$ cat src/inc/sbf_pkg.sv
// sbf_pkg: constants and types of the serial bcd frequency register
// assumes one 25 MHz core clock; shared by the register and the testbench
package sbf_pkg;
    localparam int CLK_HZ         = 25_000_000;
    localparam int STEP_TIME_NS   = 400;
    localparam int STEP_DIV       = (STEP_TIME_NS * (CLK_HZ / 1_000_000)) / 1000;
    localparam int STEPS_PER_CYC  = 18;
    localparam int SERIAL_STEPS   = 9;
    localparam int NUM_DIGITS     = 9;
    localparam int GHZ_DIGIT      = 6;
    localparam int TEN_GHZ_DIGIT  = 7;
    localparam int HUNDRED_DIGIT  = 8;
    localparam logic [3:0] PRESET_GHZ = 4'h3;
    localparam logic [3:0] LOW_GHZ    = 4'h2;
    localparam logic [3:0] BAND_LO_G  = 4'h6;
    localparam logic [3:0] BAND_HI_G  = 4'h2;
    localparam int FIFO_WIDTH     = 4;
    localparam int FIFO_DEPTH     = 16;

    typedef enum logic [1:0] {
        SBF_IDLE  = 2'b00,
        SBF_SHIFT = 2'b01,
        SBF_TAIL  = 2'b10
    } sbf_phase_e;
endpackage : sbf_pkg

$ cat src/rtl/sbf_fifo.sv
// sbf_fifo: small synchronous fifo, flip-flop storage
// assumes one clock and synchronous active-high reset
module sbf_fifo #(
    parameter int WIDTH = 4,
    parameter int DEPTH = 16
) (
    input  wire logic             core_clk,
    input  wire logic             rst,
    input  wire logic [WIDTH-1:0] in_data,
    input  wire logic             in_valid,
    output logic                  in_ready,
    output logic      [WIDTH-1:0] out_data,
    output logic                  out_valid,
    input  wire logic             out_ready
);
    localparam int AW = $clog2(DEPTH);
    logic [WIDTH-1:0] mem_r [DEPTH];
    logic [AW-1:0]    wp_r, wp_nxt, rp_r, rp_nxt;
    logic [AW:0]      cnt_r, cnt_nxt;
    logic             wr, rd;

    assign in_ready  = (cnt_r != (AW+1)'(DEPTH));
    assign out_valid = (cnt_r != '0);
    assign out_data  = mem_r[rp_r];
    assign wr        = in_valid && in_ready;
    assign rd        = out_valid && out_ready;

    always_comb begin
        wp_nxt  = wr ? wp_r + 1'b1 : wp_r;
        rp_nxt  = rd ? rp_r + 1'b1 : rp_r;
        cnt_nxt = cnt_r + {{AW{1'b0}}, wr} - {{AW{1'b0}}, rd};
    end

    always_ff @(posedge core_clk) begin
        if (rst) begin
            wp_r  <= '0;
            rp_r  <= '0;
            cnt_r <= '0;
        end else begin
            wp_r  <= wp_nxt;
            rp_r  <= rp_nxt;
            cnt_r <= cnt_nxt;
        end
        if (wr) begin
            mem_r[wp_r] <= in_data;
        end
    end
endmodule : sbf_fifo

$ cat src/rtl/sbf_freq_reg.sv
// sbf_freq_reg: nine-digit bcd frequency store with serial recirculation
// assumes inputs synchronous to core_clk; sink drains the digit fifo
module sbf_freq_reg
    import sbf_pkg::*;
(
    input  wire logic       core_clk,
    input  wire logic       rst,
    input  wire logic       preset_key,
    input  wire logic       clock_enable,
    input  wire logic       step_pulse,
    input  wire logic       continuous,
    input  wire logic       limit_suppress,
    input  wire logic       knob_detent,
    input  wire logic       knob_ccw,
    input  wire logic [3:0] resolution,
    input  wire logic       sink_ready,
    output logic            phase_clk,
    output logic            clear,
    output logic            serial_out_w1,
    output logic            serial_out_w2,
    output logic            serial_out_w4,
    output logic            serial_out_w8,
    output logic            serial_valid,
    output logic [3:0]      sink_digit,
    output logic            sink_valid,
    output logic            knob_direction,
    output logic            range_error,
    output logic            decode_error_n,
    output logic            band_raw_lo,
    output logic            band_raw_hi,
    output logic            band_code_lo,
    output logic            band_code_hi,
    output logic [4:0]      step_index
);
    import sbf_pkg::*;

    ////////////////////////////////////////////////////////////////////
    // step timing
    logic [15:0] div_r, div_nxt;
    logic        step_en;
    logic [4:0]  step_r, step_nxt;
    logic        fifo_ready;

    always_comb begin
        div_nxt = div_r;
        step_en = 1'b0;
        if (clock_enable) begin
            if (div_r == 16'(STEP_DIV - 1)) begin
                div_nxt = '0;
                step_en = fifo_ready;
            end else begin
                div_nxt = div_r + 16'h0001;
            end
        end else begin
            div_nxt = '0;
            step_en = step_pulse && fifo_ready;
        end
    end

    always_comb begin
        step_nxt = step_r;
        if (step_en) begin
            if (step_r == 5'(STEPS_PER_CYC - 1)) begin
                step_nxt = '0;
            end else begin
                step_nxt = step_r + 5'h01;
            end
        end
    end

    always_ff @(posedge core_clk) begin
        if (rst) begin
            div_r  <= '0;
            step_r <= '0;
        end else begin
            div_r  <= div_nxt;
            step_r <= step_nxt;
        end
    end

    // phase clock high during the nine serial steps
    assign phase_clk  = (step_r < 5'(SERIAL_STEPS));
    assign step_index = step_r;

    ////////////////////////////////////////////////////////////////////
    // digit store, knob adder, preset
    logic [3:0] dig_r [NUM_DIGITS];
    logic [3:0] dig_nxt [NUM_DIGITS];
    logic       tune_pend_r, tune_pend_nxt;
    logic       tune_dn_r, tune_dn_nxt;
    logic       hold_r, hold_nxt;
    logic       cyc_end, cyc_start;
    logic [3:0] sel_dig;

    assign cyc_end   = step_en && (step_r == 5'(STEPS_PER_CYC - 1));
    assign cyc_start = cyc_end;
    assign clear     = preset_key;
    assign knob_direction = knob_ccw;

    always_comb begin
        sel_dig = 4'h0;
        for (int i = 0; i < NUM_DIGITS; i++) begin
            if (resolution == 4'(i)) begin
                sel_dig = dig_r[i];
            end
        end
    end

    always_comb begin
        tune_pend_nxt = tune_pend_r;
        tune_dn_nxt   = tune_dn_r;
        hold_nxt      = hold_r;
        for (int i = 0; i < NUM_DIGITS; i++) begin
            dig_nxt[i] = dig_r[i];
        end
        if (knob_detent) begin
            tune_pend_nxt = 1'b1;
            tune_dn_nxt   = knob_ccw;
        end
        if (cyc_start) begin
            hold_nxt = preset_key;
        end else if (!preset_key) begin
            hold_nxt = 1'b0;
        end
        if (preset_key) begin
            // clear acts at once; a held cycle re-forces it
            for (int i = 0; i < NUM_DIGITS; i++) begin
                dig_nxt[i] = 4'h0;
            end
            dig_nxt[GHZ_DIGIT] = PRESET_GHZ;
            tune_pend_nxt = 1'b0;
        end else if (cyc_end && tune_pend_r && continuous) begin
            // plus/minus one applied at the selected digit
            if (tune_dn_r) begin
                dig_nxt[resolution] = (sel_dig == 4'h0) ? 4'h9
                                      : sel_dig - 4'h1;
            end else begin
                dig_nxt[resolution] = (sel_dig == 4'h9) ? 4'h0
                                      : sel_dig + 4'h1;
            end
            // a detent in the applying cycle stays pending
            tune_pend_nxt = knob_detent;
        end
    end

    always_ff @(posedge core_clk) begin
        if (rst) begin
            for (int i = 0; i < NUM_DIGITS; i++) begin
                dig_r[i] <= 4'h0;
            end
            dig_r[GHZ_DIGIT] <= PRESET_GHZ;
            tune_pend_r <= 1'b0;
            tune_dn_r   <= 1'b0;
            hold_r      <= 1'b0;
        end else begin
            for (int i = 0; i < NUM_DIGITS; i++) begin
                dig_r[i] <= dig_nxt[i];
            end
            tune_pend_r <= tune_pend_nxt;
            tune_dn_r   <= tune_dn_nxt;
            hold_r      <= hold_nxt;
        end
    end

    ////////////////////////////////////////////////////////////////////
    // serial output lanes, lsd first
    logic [3:0] lane_r, lane_nxt;
    logic       sval_r, sval_nxt;

    always_comb begin
        lane_nxt = 4'h0;
        sval_nxt = 1'b0;
        if (step_r < 5'(SERIAL_STEPS) && continuous) begin
            lane_nxt = dig_r[step_r[3:0]];
            sval_nxt = 1'b1;
        end
    end

    always_ff @(posedge core_clk) begin
        if (rst) begin
            lane_r <= 4'h0;
            sval_r <= 1'b0;
        end else begin
            lane_r <= lane_nxt;
            sval_r <= sval_nxt;
        end
    end

    assign serial_out_w1 = lane_r[0];
    assign serial_out_w2 = lane_r[1];
    assign serial_out_w4 = lane_r[2];
    assign serial_out_w8 = lane_r[3];
    assign serial_valid  = sval_r;

    sbf_fifo #(
        .WIDTH (FIFO_WIDTH),
        .DEPTH (FIFO_DEPTH)
    ) u_fifo (
        .core_clk  (core_clk),
        .rst       (rst),
        .in_data   (lane_nxt),
        .in_valid  (step_en && sval_nxt),
        .in_ready  (fifo_ready),
        .out_data  (sink_digit),
        .out_valid (sink_valid),
        .out_ready (sink_ready)
    );

    ////////////////////////////////////////////////////////////////////
    // decode: range and band
    logic high_zero, below_2g, err_r, err_nxt;
    logic raw_lo, raw_hi;
    logic blo_r, blo_nxt, bhi_r, bhi_nxt;

    assign high_zero = (dig_r[TEN_GHZ_DIGIT] == 4'h0)
                       && (dig_r[HUNDRED_DIGIT] == 4'h0);
    assign below_2g  = high_zero && (dig_r[GHZ_DIGIT] < LOW_GHZ);
    // band 1 from 6 GHz, band 2 from 12 GHz
    assign raw_lo = !raw_hi && (dig_r[TEN_GHZ_DIGIT] != 4'h0
                    || dig_r[GHZ_DIGIT] >= BAND_LO_G);
    assign raw_hi = (dig_r[TEN_GHZ_DIGIT] != 4'h0)
                    && (dig_r[GHZ_DIGIT] >= BAND_HI_G
                    || dig_r[TEN_GHZ_DIGIT] > 4'h1);

    always_comb begin
        err_nxt = below_2g && !limit_suppress;
        blo_nxt = blo_r;
        bhi_nxt = bhi_r;
        if (cyc_end) begin
            blo_nxt = raw_lo;
            bhi_nxt = raw_hi;
        end
    end

    always_ff @(posedge core_clk) begin
        if (rst) begin
            err_r <= 1'b0;
            blo_r <= 1'b0;
            bhi_r <= 1'b0;
        end else begin
            err_r <= err_nxt;
            blo_r <= blo_nxt;
            bhi_r <= bhi_nxt;
        end
    end

    assign range_error    = err_r;
    assign decode_error_n = !err_r;
    assign band_raw_lo    = raw_lo;
    assign band_raw_hi    = raw_hi;
    assign band_code_lo   = blo_r;
    assign band_code_hi   = bhi_r;
endmodule : sbf_freq_reg

$ cat config.mk
export PLATFORM = sky130hd
export DESIGN_NAME = sbf_freq_reg
export DESIGN_NICKNAME = d
export VERILOG_FILES = /design/src/inc/sbf_pkg.sv /design/src/rtl/sbf_fifo.sv /design/src/rtl/sbf_freq_reg.sv
export SDC_FILE = /design/constraint.sdc
export NUM_CORES = 1
export LEC_CHECK = 0
export BUFFER_PORTS_ARGS = -buffer_cell sky130_fd_sc_hd__buf_2
export CAP_MARGIN = 20
export CORE_ASPECT_RATIO = 0.6
export CORE_MARGIN = 2
export CORE_UTILIZATION = 50
export DETAILED_ROUTE_END_ITERATION = 12
export PLACE_DENSITY = 0.67
export SKIP_LAST_GASP = 1
export SLEW_MARGIN = 20
export SYNTH_ARGS = -nofsm -noshare
export SYNTH_HDL_FRONTEND = slang
export SYNTH_SLANG_ARGS = --single-unit
$ cat constraint.sdc
create_clock -name core_clk -period 7.45 [get_ports core_clk]
set_input_delay 0.745 -clock core_clk [delete_from_list [all_inputs] [get_ports core_clk]]
set_output_delay 0.745 -clock core_clk [all_outputs]
set_load 0.01 [all_outputs]
Word-level counts from Yosys, hierarchy flattened
Memory sizes are Yosys's and may differ from the RTL's. A register that Yosys moved wholly into a read port is not among the register bits.
Index checks and enable logic that the tools add are counted.

word-level totals
  register bits = 44
  memory bits (writable) = 100
  input bits = 14
  output and inout bits = 24
  word-level logic and storage cells = 125
  memories = 2

memories
  memory        depth  bits a word  rd ports  clocked after memory_dff  write ports  RTL line            RTL
  u_fifo.mem_r  16     4            1         1                         1            sbf_fifo.sv:17      logic [WIDTH-1:0] mem_r [DEPTH];
  dig_r         9      4            10        1                         9            sbf_freq_reg.sv:87  logic [3:0] dig_r [NUM_DIGITS];

cells by class
  add/sub/neg operators = 8
  $lt $le $gt $ge = 7
  eq/ne operators = 12
  muxes and demuxes = 44
  bitwise gates (word level) = 12
  reductions and logical operators = 28

operators with widths
  operator                                                                       count
  36-bit two-way mux                                                             3
  4-bit two-way mux                                                              27
  36-bit bitwise mux                                                             2
  16-bit by 1-bit adder with 16-bit output (second input constant)               1
  4-bit demux with 4-bit select                                                  1
  16-bit by 4-bit equality test with 1-bit output (second input constant)        1
  4-bit by 3-bit equality test with 1-bit output (second input constant)         4
  4-bit zero test                                                                4
  1-bit logical AND                                                              14
  4-bit by 1-bit adder with 4-bit output (second input constant)                 3
  1-bit two-way mux                                                              10
  1-bit OR                                                                       10
  4-bit by 2-bit equality test with 1-bit output (second input constant)         2
  4-bit equality test (second input constant)                                    2
  5-bit by 1-bit adder with 5-bit output                                         1
  5-bit by 1-bit adder with 5-bit output (second input constant)                 1
  5-bit equality test (second input constant)                                    1
  5-bit >= comparator (second input constant)                                    1
  5-bit by 1-bit less-than comparator with 1-bit output (second input constant)  1
  5-bit by 4-bit less-than comparator with 1-bit output (second input constant)  1
  5-bit two-way mux                                                              1
  5-bit != test (second input constant)                                          1
  4-bit inverter with 5-bit output                                               1
  5-bit nonzero test                                                             1
  other kinds (14)                                                               17

Logic depth before layout (Yosys ltp)
Gate-level depths: netlist (run 1).

  word-level depth = 17
  gate-level depth with buffers = 16
  gate-level depth less buffers = 15

Hierarchy
A second synthesis (run 1) with hierarchy kept.

second synthesis, totals
  cells, all modules = 632
  area total of the unflattened synthesis = 7,478.4 µm²

modules (own cells, without submodules)
  module        instances  cells each  area an instance (µm²)  seq. area each (µm²)
  sbf_freq_reg  1          423         4,033.9                 1,741.7
  sbf_fifo      1          209         3,444.6                 2,262.2

Least setup slack after synthesis (run 1)
OpenSTA, ideal clock, no wires.

  path kind = input to register
  start = input resolution[2]
  end = memory dig_r[0][3] (data pin)
  setup time = 0.147 ns
  arrival time = 2.990 ns
  required time = 7.303 ns
  path slack = 4.313 ns
  cell stages on the path = 9
  buffers on the path = 2
  cells stage by stage = buf_2 > buf_2 > or4_1 > o211a_1 > ha_1 > and3_1 > o31ai_4 > or3b_1 > a21oi_1

RTL lines
  item             RTL line            RTL
  start, declared  sbf_freq_reg.sv:15  input wire logic [3:0] resolution,
  end, declared    sbf_freq_reg.sv:87

==> results of run 1 <==
==> Yosys cell counts, drive strengths merged, types with 11 or more instances <==
cell,number
nand2b,12
nand3,12
buf,19
nand2,42
mux2i,33
clkbuf,16
nor2,81
xnor2,11
inv,23
dfxtp,56
mux4,28
edfxtp,96
nor3,18
xor2,16
a21oi,27
ha,19
o21ai,12
==> final cells by class <==
type	count	area share, %
sequential	152	48.2
multi-input combinational	406	38.0
clock buffer	17	5.12
tap	198	2.98
timing repair buffer	40	2.50
clock inverter	15	2.24
inverter	23	1.04
==> critical path, stage by stage <==
cell and delay [ns]:
buf_2 0.34, nor2b_1 0.36, a31oi_1 0.14, o22a_1 0.21, or2_1 0.29, inv_1 0.17
ha_1 0.20, o21ai_0 0.12, nand2_1 0.10, mux2i_1 0.09, a21oi_2 0.52, mux2i_1 0.18
nor2_1 0.13
==> final timing paths <==
check                                   start  slack, ns         endpoint
worst max-delay path            resolution[2]       4.11      dig_r[1][1]
worst min-delay path                 div_r[0]       0.49         div_r[0]
worst max register to register       div_r[0]       4.11  u_fifo.cnt_r[4]
worst min register to register       div_r[0]       0.49         div_r[0]
==> per-stage QoR <==
stage	setup slack, ns	std cells
after CTS	3.83	850
after detailed placement	3.74	818
after floorplan	4.31	616
final	4.11	851
after global placement	3.83	818
after global routing	3.82	851
==> state kept, by name, indices dropped and copies added (netlist names), named ones only <==
register	count
band_code_hi	1
band_code_lo	1
dig_r	32
div_r	16
lane_r	4
range_error	1
serial_valid	1
step_index	5
tune_dn_r	1
tune_pend_r	1
u_fifo.cnt_r	5
u_fifo.mem_r	64
u_fifo.rp_r	4
u_fifo.wp_r	4
==> cell families (layout without fill, tap and decap cells) <==
logic type / Yosys count / in the layout
buffers and inverters: 58 / 95
AOI/OAI and AO/OA: 74 / 74
and+or+nand+nor: 219 / 219
xor gates and xnor gates: 27 / 27
adders and majority gates: 20 / 20
DFF: 152 / 152
muxes: 66 / 66
==> power breakdown <==
part / total (mW) / leakage [nW] / switching [mW] / internal [mW]
Sequential: 1.01 / 1.40 / 0.0742 / 0.939
Combinational: 0.388 / 1.22 / 0.195 / 0.193
Clock: 0.891 / 0.295 / 0.356 / 0.536
==> metal layers <==
layer  GRT usage [%]  vias to the layer above
li1                -                     2313
met1            37.4                     2466
met2            30.1                      237
met3            6.67                       12
met4            5.01                        0
met5               0                        -
==> Implementation_results.wiki, run 1 <==
{| class="wikitable"
! Metric !! Value
|-
| Result of the run || finished, final reports clean
|-
| Pin count of the biggest net entering global routing || 33
|-
| Initial detailed-routing violation count || 505
|-
| Reg area || 4010 µm²
|-
| Multiplexer share of the synthesized area || 13.8%
|-
| Compound-cell area share of the yosys netlist || 7.00%
|-
| Std-Cell Rows || 34
|-
| Worst rel slew slack || 33.3%
|-
| Final global-route overflow total || 0
|-
| Final Setup Violations || 0
|-
| Port buffer count || 37
|-
| Critical Path AT || 3.61 ns
|-
| EDFF count, synth || 96
|-
| Cell chosen for the clock root || clkbuf_16
|-
| Area of the multi-input gates || 3160 µm²
|-
| Area share of the largest cell type after synthesis || 39.0%
|-
| Met1 Routed Length || 8500 µm
|-
| Mapped Nets || 650
|-
| Drt via density || 5.91
|-
| Transition time at the pin with the least slew margin || 0.997 ns
|-
| Final worst-path cycle share || 44.8%
|-
| Category of the worst setup path capture point || flip-flop
|-
| Global-route wire length before repair || 27500 µm
|-
| Basic-gate share of the synthesized area counting and, or, nand and nor cells || 15.0%
|-
| Total power of the final layout || 2.29 mW
|-
| Tightest Hold Check Type || flip-flop to flip-flop
|-
| Post-synthesis adder-cell area fraction || 3.48%
|-
| Async set-or-reset flop fraction in the synthesized netlist || 0%
|-
| Number of levels the H-tree was split into || 4
|-
| Initial Util || 51.1%
|-
| Clock insertion delay at the later pin of the skew report || 0.41 ns
|-
| Top cells by area, synth || edfxtp_1, dfxtp_1, mux4_2
|-
| Routed length on met3 || 1720 µm
|-
| Final WL || 17100 µm
|-
| Number of maximum-capacitance violations || 0
|-
| Clock slew at the register clock pins of the worst setup and hold paths || 0.06 ns
|-
| Routability-driven placement congestion ratio || 0.944
|-
| Placed cell areas || 7680 µm²
|-
| Post-DRT Antenna Nets || 0
|-
| Worst Hold Margin || 0.491 ns
|-
| Top-level I/O count || 38
|-
| End-of-flow core utilization || 57.5%
|-
| Total via count in the routed design || 5028
|-
| Yosys warning total || 0
|-
| Router iterations before antenna repair || 5
|-
| Via count of the first global-routing pass || 4796
|-
| Floorplan die area || 15800 µm²
|-
| Final hold violation count || 0
|-
| Main flop type after synthesis || edfxtp_1
|-
| Aggregate negative setup slack || 0 ns
|-
| Fmax || 299 MHz
|-
| Shortest period the worst path allows || 3.34 ns
|-
| Mean area per synthesized cell || 12.0 µm²
|-
| Fill cell total of the finished layout || 1168
|-
| Top library cells by usage in the layout, fill and taps aside || edfxtp_1, nor2_1, dfxtp_1
|-
| Cell type contributing the most total cell area after synthesis || edfxtp_1
|-
| Kind of start point of the critical path || input port
|-
| Critical Path Fanout Max || 22
|-
| Layout area overhead || 12.4%
|-
| Count of unique library cells instantiated by Yosys || 64
|-
| Setup repair bufs after CTS || 0
|-
| Post-synthesis sequential area ratio || 54.1%
|-
| Post-detailed-route wirelength per cell || 20.1 µm
|-
| Cell area after layout || 8320 µm²
|-
| Worst reg2reg path depth || 13
|-
| Total clock buffers created by CTS || 17
|-
| Largest family of logic cells by synthesized area || simple AND/OR/NAND/NOR gates
|-
| #FFs+latches synth || 152
|-
| P_leak || 2.92 nW
|-
| Worst clock skew || 0.00984 ns
|-
| Post_cts resized || 0
|-
| Max Used Layer || met4
|-
| Synth Area in XOR/XNOR || 3.20%
|-
| CTS tree || done
|-
| TritonCTS Sinks || 152
|-
| Initial antenna violation count || 0
|-
| Area of the core || 14500 µm²
|-
| Residual DRC || 0
|-
| Hold-critical path depth || 1
|-
| HPWL after detailed placement || 12200 µm
|-
| Worst supply voltage drop on vdd || 210 µV
|-
| P per Cell Area || 276 nW/µm²
|-
| Gate count of the mapped netlist || 616
|-
| Unrepaired setup endpoints after global routing || no
|-
| Total track usage || 23.1%
|-
| Number of pins with negative max-slew slack in the final report || 0
|-
| Syn Std Cell Area || 7400 µm²
|-
| # hold bufs at CTS || 0
|-
| Maximum number of buffers from clock root to sink || 2
|-
| Most common library cell in the layout ignoring fill and taps || edfxtp_1
|-
| Count of nets after finishing || 674
|-
| Category of the most critical setup path || input port to flip-flop
|-
| Die width || 161 µm
|-
| Endpoint required time on the critical path || 7.72 ns
|-
| ANT cells || 0
|-
| Met2 Routed Length || 6770 µm
|-
| Share of layout cells above drive strength 1 || 18.4%
|-
| Die height || 98.2 µm
|}
Note: power is estimated with default switching activity, not from simulation.
==> run 2: changes to the inputs <==
--- a/config.mk
+++ b/config.mk
@@ -5,13 +5,14 @@
 export SDC_FILE = /design/constraint.sdc
 export NUM_CORES = 1
 export LEC_CHECK = 0
+export ABC_AREA = 1
 export BUFFER_PORTS_ARGS = -buffer_cell sky130_fd_sc_hd__buf_2
 export CAP_MARGIN = 20
 export CORE_ASPECT_RATIO = 0.6
 export CORE_MARGIN = 2
 export CORE_UTILIZATION = 50
 export DETAILED_ROUTE_END_ITERATION = 12
-export PLACE_DENSITY = 0.67
+export PLACE_DENSITY = 0.7
 export SKIP_LAST_GASP = 1
 export SLEW_MARGIN = 20
 export SYNTH_ARGS = -nofsm -noshare
==> constraint.sdc (replaced) <==
create_clock -name core_clk -period 2.8 [get_ports core_clk]
set_input_delay 0.28 -clock core_clk [delete_from_list [all_inputs] [get_ports core_clk]]
set_output_delay 0.28 -clock core_clk [all_outputs]
set_load 0.01 [all_outputs]
==> Implementation_results.wiki, run 2 <==
{| class="wikitable"
! Metric !! Value
|-
| Result of the run || finished, final reports clean
|-
| Most common library cell in the layout ignoring fill and taps || inv_1
|-
| Number of pins with negative max-slew slack in the final report || 0 (unchanged)
|-
| Reg2reg start || u_fifo.cnt_r[2]
|-
| Syn Std Cell Area || 7530 µm² (+1.7%)
|-
| Die width || 162 µm (+0.84%)
|-
| ANT cells || 0 (unchanged)
|-
| Largest family of logic cells by synthesized area || simple AND/OR/NAND/NOR gates
|-
| #FFs+latches synth || 152 (unchanged)
|-
| EDFF count, synth || 96 (unchanged)
|-
| Mapped Nets || 888 (+37%)
|-
| Leading cell types by count after synthesis || inv_1, nor2_1, edfxtp_1, nand2_1, a21oi_1
|-
| Cell chosen for the clock root || clkbuf_16
|-
| Main flop type after synthesis || edfxtp_1
|-
| Via count of the first global-routing pass || 5468 (+14%)
|-
| Worst supply voltage drop on vdd || 504 µV (+140%)
|-
| Floorplan die area || 16100 µm² (+1.7%)
|-
| Number of flip-flops under the largest register name || 64 (unchanged)
|-
| Post-DRT Antenna Nets || 0 (unchanged)
|-
| Count of unique library cells instantiated by Yosys || 37 (-42%)
|-
| Total buffers and inverters traversed by the critical path || 4 (+2)
|-
| Top cells by area, synth || edfxtp_1, dfxtp_1, inv_1
|-
| Compound-cell area share of the yosys netlist || 13.5% (+6.5 points)
|-
| Startpoint of the worst hold path || knob_ccw
|-
| Port buffer count || 37 (unchanged)
|-
| P per Cell Area || 729 nW/µm² (+160%)
|-
| Drt via density || 5.34 (-9.7%)
|-
| Mean area per synthesized cell || 8.81 µm² (-27%)
|-
| Post-synthesis sequential area ratio || 53.2% (-0.93 points)
|-
| Aggregate negative setup slack || 0 ns (unchanged)
|-
| Yosys warning total || 0 (unchanged)
|-
| Final global-route overflow total || 0 (unchanged)
|-
| HPWL after detailed placement || 12500 µm (+2.4%)
|-
| Final Setup Violations || 0 (unchanged)
|-
| Shortest period the worst path allows || 2.57 ns
|-
| Count of nets after finishing || 948 (+41%)
|-
| Number of maximum-capacitance violations || 0 (unchanged)
|-
| Transition time at the pin with the least slew margin || 0.576 ns (-0.421 ns)
|-
| Unrepaired setup endpoints after global routing || no
|-
| Highest-delay cell along the critical path || fa_1
|-
| Kind of start point of the critical path || flip-flop
|-
| Clock slew at the register clock pins of the worst setup and hold paths || 0.06 ns (about the same)
|-
| Router iterations before antenna repair || 5 (unchanged)
|-
| Clock insertion delay at the later pin of the skew report || 0.42 ns (about the same)
|-
| Cell family with the largest share of critical-path delay || adder cells
|-
| Post-synthesis adder-cell area fraction || 3.42% (-0.060 points)
|-
| Worst-case register-to-register setup slack || 0.23 ns (-3.89 ns)
|-
| Total power of the final layout || 6.41 mW (+180%)
|-
| Area of the multi-input gates || 2840 µm² (-10%)
|-
| Share of layout cells above drive strength 1 || 13.6% (-4.8 points)
|-
| Final hold violation count || 0 (unchanged)
|-
| Initial antenna violation count || 0 (unchanged)
|-
| Post-detailed-route wirelength per cell || 15.9 µm (-21%)
|-
| Largest registers ranked by flip-flop count || u_fifo.mem_r (64), dig_r (32), div_r (16)
|-
| Final worst-path cycle share || 92.0%
|-
| Std-Cell Rows || 34 (unchanged)
|-
| Initial Util || 51.6% (+0.44 points)
|-
| Top-level I/O count || 38 (unchanged)
|-
| Worst clock skew || 0.0136 ns (+0.00379 ns)
|-
| Critical Path AT || 2.87 ns (-0.74 ns)
|-
| Layout area overhead || 16.9%
|-
| Reg with most FFs || u_fifo.mem_r
|-
| Async set-or-reset flop fraction in the synthesized netlist || 0% (unchanged)
|-
| Global-route wire length before repair || 28700 µm (+4.3%)
|-
| Worst rel slew slack || 61.6% (+28 points)
|-
| Fmax || 388 MHz
|-
| Area share of the largest cell type after synthesis || 38.3% (-0.67 points)
|-
| CTS tree || done
|-
| Endpoint required time on the critical path || 3.10 ns (-4.62 ns)
|-
| Crit path top cell by count || inv_1
|-
| Cell type contributing the most total cell area after synthesis || edfxtp_1
|-
| Total track usage || 23.3% (+0.20 points)
|-
| Total clock buffers created by CTS || 17 (unchanged)
|-
| Category of the most critical setup path || flip-flop to flip-flop
|-
| Die height || 99.0 µm (+0.83%)
|-
| Maximum number of buffers from clock root to sink || 2 (unchanged)
|-
| Max incr delay on CP || 0.41 ns (-0.11 ns)
|-
| # hold bufs at CTS || 0 (unchanged)
|-
| Worst reg2reg path depth || 14 (+1)
|-
| P_leak || 3.74 nW (+28%)
|-
| Top-count cell post-synth || inv_1
|-
| Reg area || 4010 µm² (unchanged)
|-
| Worst Hold Endpoint || tune_dn_r
|-
| Top library cells by usage in the layout, fill and taps aside || inv_1, nor2_1, edfxtp_1
|-
| Cell count along the critical path || 14 (+1)
|-
| Final WL || 17800 µm (+4.3%)
|-
| Pin count of the biggest net entering global routing || 33 (unchanged)
|-
| Tightest Hold Check Type || input port to flip-flop
|-
| Critical Path Fanout Max || 5 (-77%)
|-
| Routability-driven placement congestion ratio || 0.920 (-2.6%)
|-
| Cells along the critical path || inv_1 -> ha_1 -> nand4_1 -> nand2_1 -> inv_1 -> ha_1 -> inv_1 -> ha_1 -> inv_1 -> fa_1 -> nor3_2 -> a211oi_1 -> o21ai_0 -> a21oi_1
|-
| Category of the worst setup path capture point || flip-flop
|-
| Fill cell total of the finished layout || 1218 (+4.3%)
|-
| Residual DRC || 0 (unchanged)
|-
| Gate count of the mapped netlist || 854 (+39%)
|-
| Number of levels the H-tree was split into || 4 (unchanged)
|-
| Hold-critical path depth || 3 (+2)
|-
| Total via count in the routed design || 6003 (+19%)
|-
| Multiplexer share of the synthesized area || 2.13% (-12 points)
|-
| Initial detailed-routing violation count || 630 (+25%)
|-
| Capture point of the worst reg-to-reg path || u_fifo.cnt_r[4]
|-
| Basic-gate share of the synthesized area counting and, or, nand and nor cells || 18.1% (+3.1 points)
|-
| TritonCTS Sinks || 152 (unchanged)
|-
| Synth Area in XOR/XNOR || 0.582% (-2.6 points)
|-
| Area of the core || 14600 µm² (+0.88%)
|}
## run 2: cell count changes after synthesis, sizes merged, moves of 10 or more
cell	before	now
o211ai	0	17
a21oi	27	74
xor2	16	4
nor2	81	108
mux2i	33	16
inv	23	155
mux4	28	0
nand2b	12	0
nand2	42	99
o21ai	12	82
buf	19	7
nand3	12	49
xnor2	11	1
## run 2: worst register-to-register path, cell delays in order (launching register included)
cell	delay [ns]
dfxtp_1	0.32
inv_1	0.08
ha_1	0.17
nand4_1	0.15
nand2_1	0.16
inv_1	0.12
ha_1	0.30
inv_1	0.05
ha_1	0.16
inv_1	0.05
fa_1	0.41
nor3_2	0.21
a211oi_1	0.08
o21ai_0	0.15
a21oi_1	0.05
## run 2: where the power goes
group / total [mW] / switching [mW] / internal, mW
logic: 1.18 / 0.753 / 0.429
registers: 2.62 / 0.113 / 2.51
clock network: 2.60 / 0.919 / 1.68
## run 2: worst max-delay path by stage
stage,slack [ns],from,endpoint
after global placement,0.13,resolution[2],dig_r[7][0]
after global routing,0.03,u_fifo.cnt_r[2],u_fifo.cnt_r[4]
final,0.23,u_fifo.cnt_r[2],u_fifo.cnt_r[4]
after floorplan,0.41,div_r[0],dig_r[0][0]
after CTS,0.22,u_fifo.cnt_r[2],u_fifo.cnt_r[4]
after detailed placement,0.06,resolution[2],dig_r[7][0]
## run 2: stage by stage
step | area, µm² | util (%) | hold slack [ns] | std cells | worst slack [ns]
after detailed placement | 8090 | 55.5 | 0.463 | 1093 | 0.0608
final | 8800 | 60.3 | 0.0958 | 1125 | 0.225
after floorplan | 7530 | - | 0.415 | 854 | 0.409
after global routing | 8800 | 60.3 | 0.123 | 1125 | 0.0281
after global placement | 8090 | 55.5 | 0.450 | 1093 | 0.135
after CTS | 8790 | 60.3 | 0.0864 | 1125 | 0.224
## run 2: logic make-up (layout without fill, tap and decap cells)
logic type               Yosys count  after routing
multiplexers                      16             16
AND/OR/NAND/NOR                  297            297
AO/OA/AOI/OAI                    185            185
XOR/XNOR                           5              5
buffers and inverters            179            252
flip-flops                       152            152
adder cells (fa/ha/maj)           20             20
## run 2: layout make-up
type,count,share of cell area (%)
clock buffer,28,7.35
sequential,152,45.5
clock inverter,4,0.611
multi-input combinational,523,32.3
inverter,155,6.61
tap,198,2.82
timing repair buffer,65,4.78
## run 2: timing repair
| action | 4_1_cts | 5_1_grt |
|---|---|---|
| buffers inserted | 0 | 0 |
| setup endpoints to repair | 0 | 1 |
| gates resized for setup | 0 | 1 |
## run 2: metal layers
metal	vias up	track usage, %	routed length (µm)
li1	2994	-	-
met1	2737	37.5	9050
met2	258	30.4	6840
met3	14	5.60	1810
met4	0	6.67	138
met5	-	0	0
==> run 3: changes to the inputs <==
--- a/config.mk
+++ b/config.mk
@@ -8,11 +8,14 @@
 export ABC_AREA = 1
 export BUFFER_PORTS_ARGS = -buffer_cell sky130_fd_sc_hd__buf_2
 export CAP_MARGIN = 20
+export CELL_PAD_IN_SITES_DETAIL_PLACEMENT = 0
+export CELL_PAD_IN_SITES_GLOBAL_PLACEMENT = 2
 export CORE_ASPECT_RATIO = 0.6
 export CORE_MARGIN = 2
-export CORE_UTILIZATION = 50
+export CORE_UTILIZATION = 35
 export DETAILED_ROUTE_END_ITERATION = 12
-export PLACE_DENSITY = 0.7
+export GPL_ROUTABILITY_DRIVEN = 0
+export PLACE_DENSITY_LB_ADDON = 0.1
 export SKIP_LAST_GASP = 1
 export SLEW_MARGIN = 20
 export SYNTH_ARGS = -nofsm -noshare
==> Implementation_results.wiki, run 3 (synthesis gave the netlist of run 2 again) <==
{| class="wikitable"
! Metric !! Value
|-
| Maximum number of buffers from clock root to sink || 2 (unchanged)
|-
| Drt via density || 4.87 (-8.8%)
|-
| Initial detailed-routing violation count || 547 (-13%)
|-
| Final Setup Violations || 0 (unchanged)
|-
| Critical Path Fanout Max || 5 (unchanged)
|-
| Post-DRT Antenna Nets || 0 (unchanged)
|-
| Total clock buffers created by CTS || 17 (unchanged)
|-
| TritonCTS Sinks || 152 (unchanged)
|-
| Fill cell total of the finished layout || 2074 (+70%)
|-
| Initial antenna violation count || 0 (unchanged)
|-
| Worst supply voltage drop on vdd || 473 µV (-6.3%)
|-
| Number of flip-flops under the largest register name || 64 (unchanged)
|-
| Top-level I/O count || 38 (unchanged)
|-
| Total via count in the routed design || 5869 (-2.2%)
|-
| Residual DRC || 0 (unchanged)
|-
| Critical Path AT || 2.84 ns (-0.03 ns)
|-
| Worst clock skew || 0.0138 ns (+0.000183 ns)
|-
| Endpoint required time on the critical path || 3.10 ns (about the same)
|-
| Via count of the first global-routing pass || 5578 (+2.0%)
|-
| Final worst-path cycle share || 90.7% (-1.3 points)
|-
| Category of the most critical setup path || flip-flop to flip-flop
|-
| Setup repair bufs after CTS || 0 (unchanged)
|-
| P per Cell Area || 679 nW/µm² (-6.9%)
|-
| Unrepaired setup endpoints after global routing || no
|-
| Final global-route overflow total || 0 (unchanged)
|-
| Tightest Hold Check Type || input port to flip-flop
|-
| Cell chosen for the clock root || clkbuf_16
|-
| Number of maximum-capacitance violations || 0 (unchanged)
|-
| Placed cells || 1174 (+7.4%)
|-
| Worst rel slew slack || 46.8% (-15 points)
|-
| End-of-flow core utilization || 41.8% (-19 points)
|-
| Std-Cell Rows || 41 (+21%)
|-
| Area of the core || 21000 µm² (+44%)
|-
| Total track usage || 18.2% (-5.1 points)
|-
| P_leak || 3.69 nW (-1.5%)
|-
| HPWL after detailed placement || 14700 µm (+17%)
|-
| Result of the run || finished, final reports clean
|-
| CTS tree || done
|-
| Largest registers ranked by flip-flop count || u_fifo.mem_r (64), dig_r (32), div_r (16)
|-
| Final WL || 20000 µm (+12%)
|-
| Routed length on met3 || 1140 µm (-37%)
|-
| Layout area overhead || 16.8% (about the same)
|-
| Port buffer count || 37 (unchanged)
|-
| Post-detailed-route wirelength per cell || 16.6 µm (+4.6%)
|-
| Number of pins with negative max-slew slack in the final report || 0 (unchanged)
|-
| Global-route wire length before repair || 31500 µm (+9.6%)
|-
| Share of layout cells above drive strength 1 || 13.5% (-0.11 points)
|-
| Hold-critical path depth || 3 (unchanged)
|-
| Floorplan die area || 22700 µm² (+41%)
|-
| Die height || 118 µm (+19%)
|-
| Pin count of the biggest net entering global routing || 49 (+48%)
|-
| Kind of start point of the critical path || flip-flop
|-
| Top library cells by usage in the layout, fill and taps aside || inv_1, nor2_1, edfxtp_1
|-
| Shortest period the worst path allows || 2.54 ns (-0.0359 ns)
|-
| ANT cells || 0 (unchanged)
|-
| Met1 Routed Length || 11300 µm (+24%)
|-
| Reg with most FFs || u_fifo.mem_r
|-
| Router iterations before antenna repair || 5 (unchanged)
|-
| Count of nets after finishing || 948 (unchanged)
|-
| Max Used Layer || met4
|-
| Worst reg2reg path depth || 14 (unchanged)
|-
| Clock insertion delay at the later pin of the skew report || 0.43 ns (about the same)
|-
| Transition time at the pin with the least slew margin || 0.797 ns (+0.220 ns)
|-
| # hold bufs at CTS || 0 (unchanged)
|-
| Most common library cell in the layout ignoring fill and taps || inv_1
|-
| Clock slew at the register clock pins of the worst setup and hold paths || 0.07 ns (about the same)
|-
| Final Non-Filler Cells || 1206 (+7.2%)
|-
| Die width || 193 µm (+19%)
|-
| Aggregate negative setup slack || 0 ns (unchanged)
|-
| Number of levels the H-tree was split into || 4 (unchanged)
|-
| Initial Util || 35.8% (-16 points)
|-
| Met2 Routed Length || 7490 µm (+9.4%)
|-
| Category of the worst setup path capture point || flip-flop
|-
| Final hold violation count || 0 (unchanged)
|-
| Fmax || 394 MHz (+1.4%)
|}
==> run 3: per-layer routing <==
metal	vias to the layer above	track usage, %
met4	0	4.44
met5	-	0
li1	2989	-
met2	140	23.2
met3	9	3.93
met1	2731	29.9
==> run 3: report_power, final <==
part           internal (mW)  switching (mW)
Combinational          0.432           0.777
Clock                   1.21           0.941
Sequential              2.51          0.0982
Total                   4.15            1.82
==> run 3: repair_timing <==
action | CTS | global route
endpoints found under the hold margin | 0 | 0
gates resized for setup | 0 | 2
endpoints found under the setup margin | 0 | 17
==> run 3: per-stage QoR <==
stage	instance area (µm²)	hold WS [ns]	setup WS, ns	total power, mW
final	8790	0.0854	0.261	5.97
after global placement	8240	0.446	0.0650	3.86
after floorplan	7530	0.415	0.409	3.42
after global routing	8790	0.0988	0.0145	6.28
after CTS	8790	0.0749	0.200	6.02
after detailed placement	8240	0.463	0.0342	3.86
==> run 3: path summary, 6_finish.rpt <==
| path | start | to | slack, ns |
|---|---|---|---|
| hold / removal | knob_ccw | tune_dn_r | 0.09 |
| setup reg to reg | u_fifo.cnt_r[2] | u_fifo.cnt_r[4] | 0.26 |
| hold reg to reg | u_fifo.rp_r[3] | flip-flop | 0.47 |
| setup / recovery | u_fifo.cnt_r[2] | u_fifo.cnt_r[4] | 0.26 |
==> run 3: final cells by class <==
| cell class | instances | area [µm²] | area share [%] |
|---|---|---|---|
| Clock buffer | 21 | 472 | 5.37 |
| Tap cell | 279 | 349 | 3.97 |
| Timing Repair Buffer | 65 | 470 | 5.35 |
| Inverter | 155 | 582 | 6.62 |
| Clock inverter | 11 | 71.3 | 0.811 |
| Sequential cell | 152 | 4000 | 45.5 |
| Multi-Input combinational cell | 523 | 2840 | 32.3 |
==> run 3: critical path, cell delays in order, from the launching register on <==
cell      delay [ns]
dfxtp_1         0.32
inv_1           0.07
ha_1            0.16
nand4_1         0.16
nand2_2         0.14
inv_1           0.10
ha_1            0.30
inv_1           0.06
ha_1            0.16
inv_1           0.06
fa_1            0.41
nor3_1          0.20
a211oi_1        0.08
o21ai_0         0.15
a21oi_1         0.06
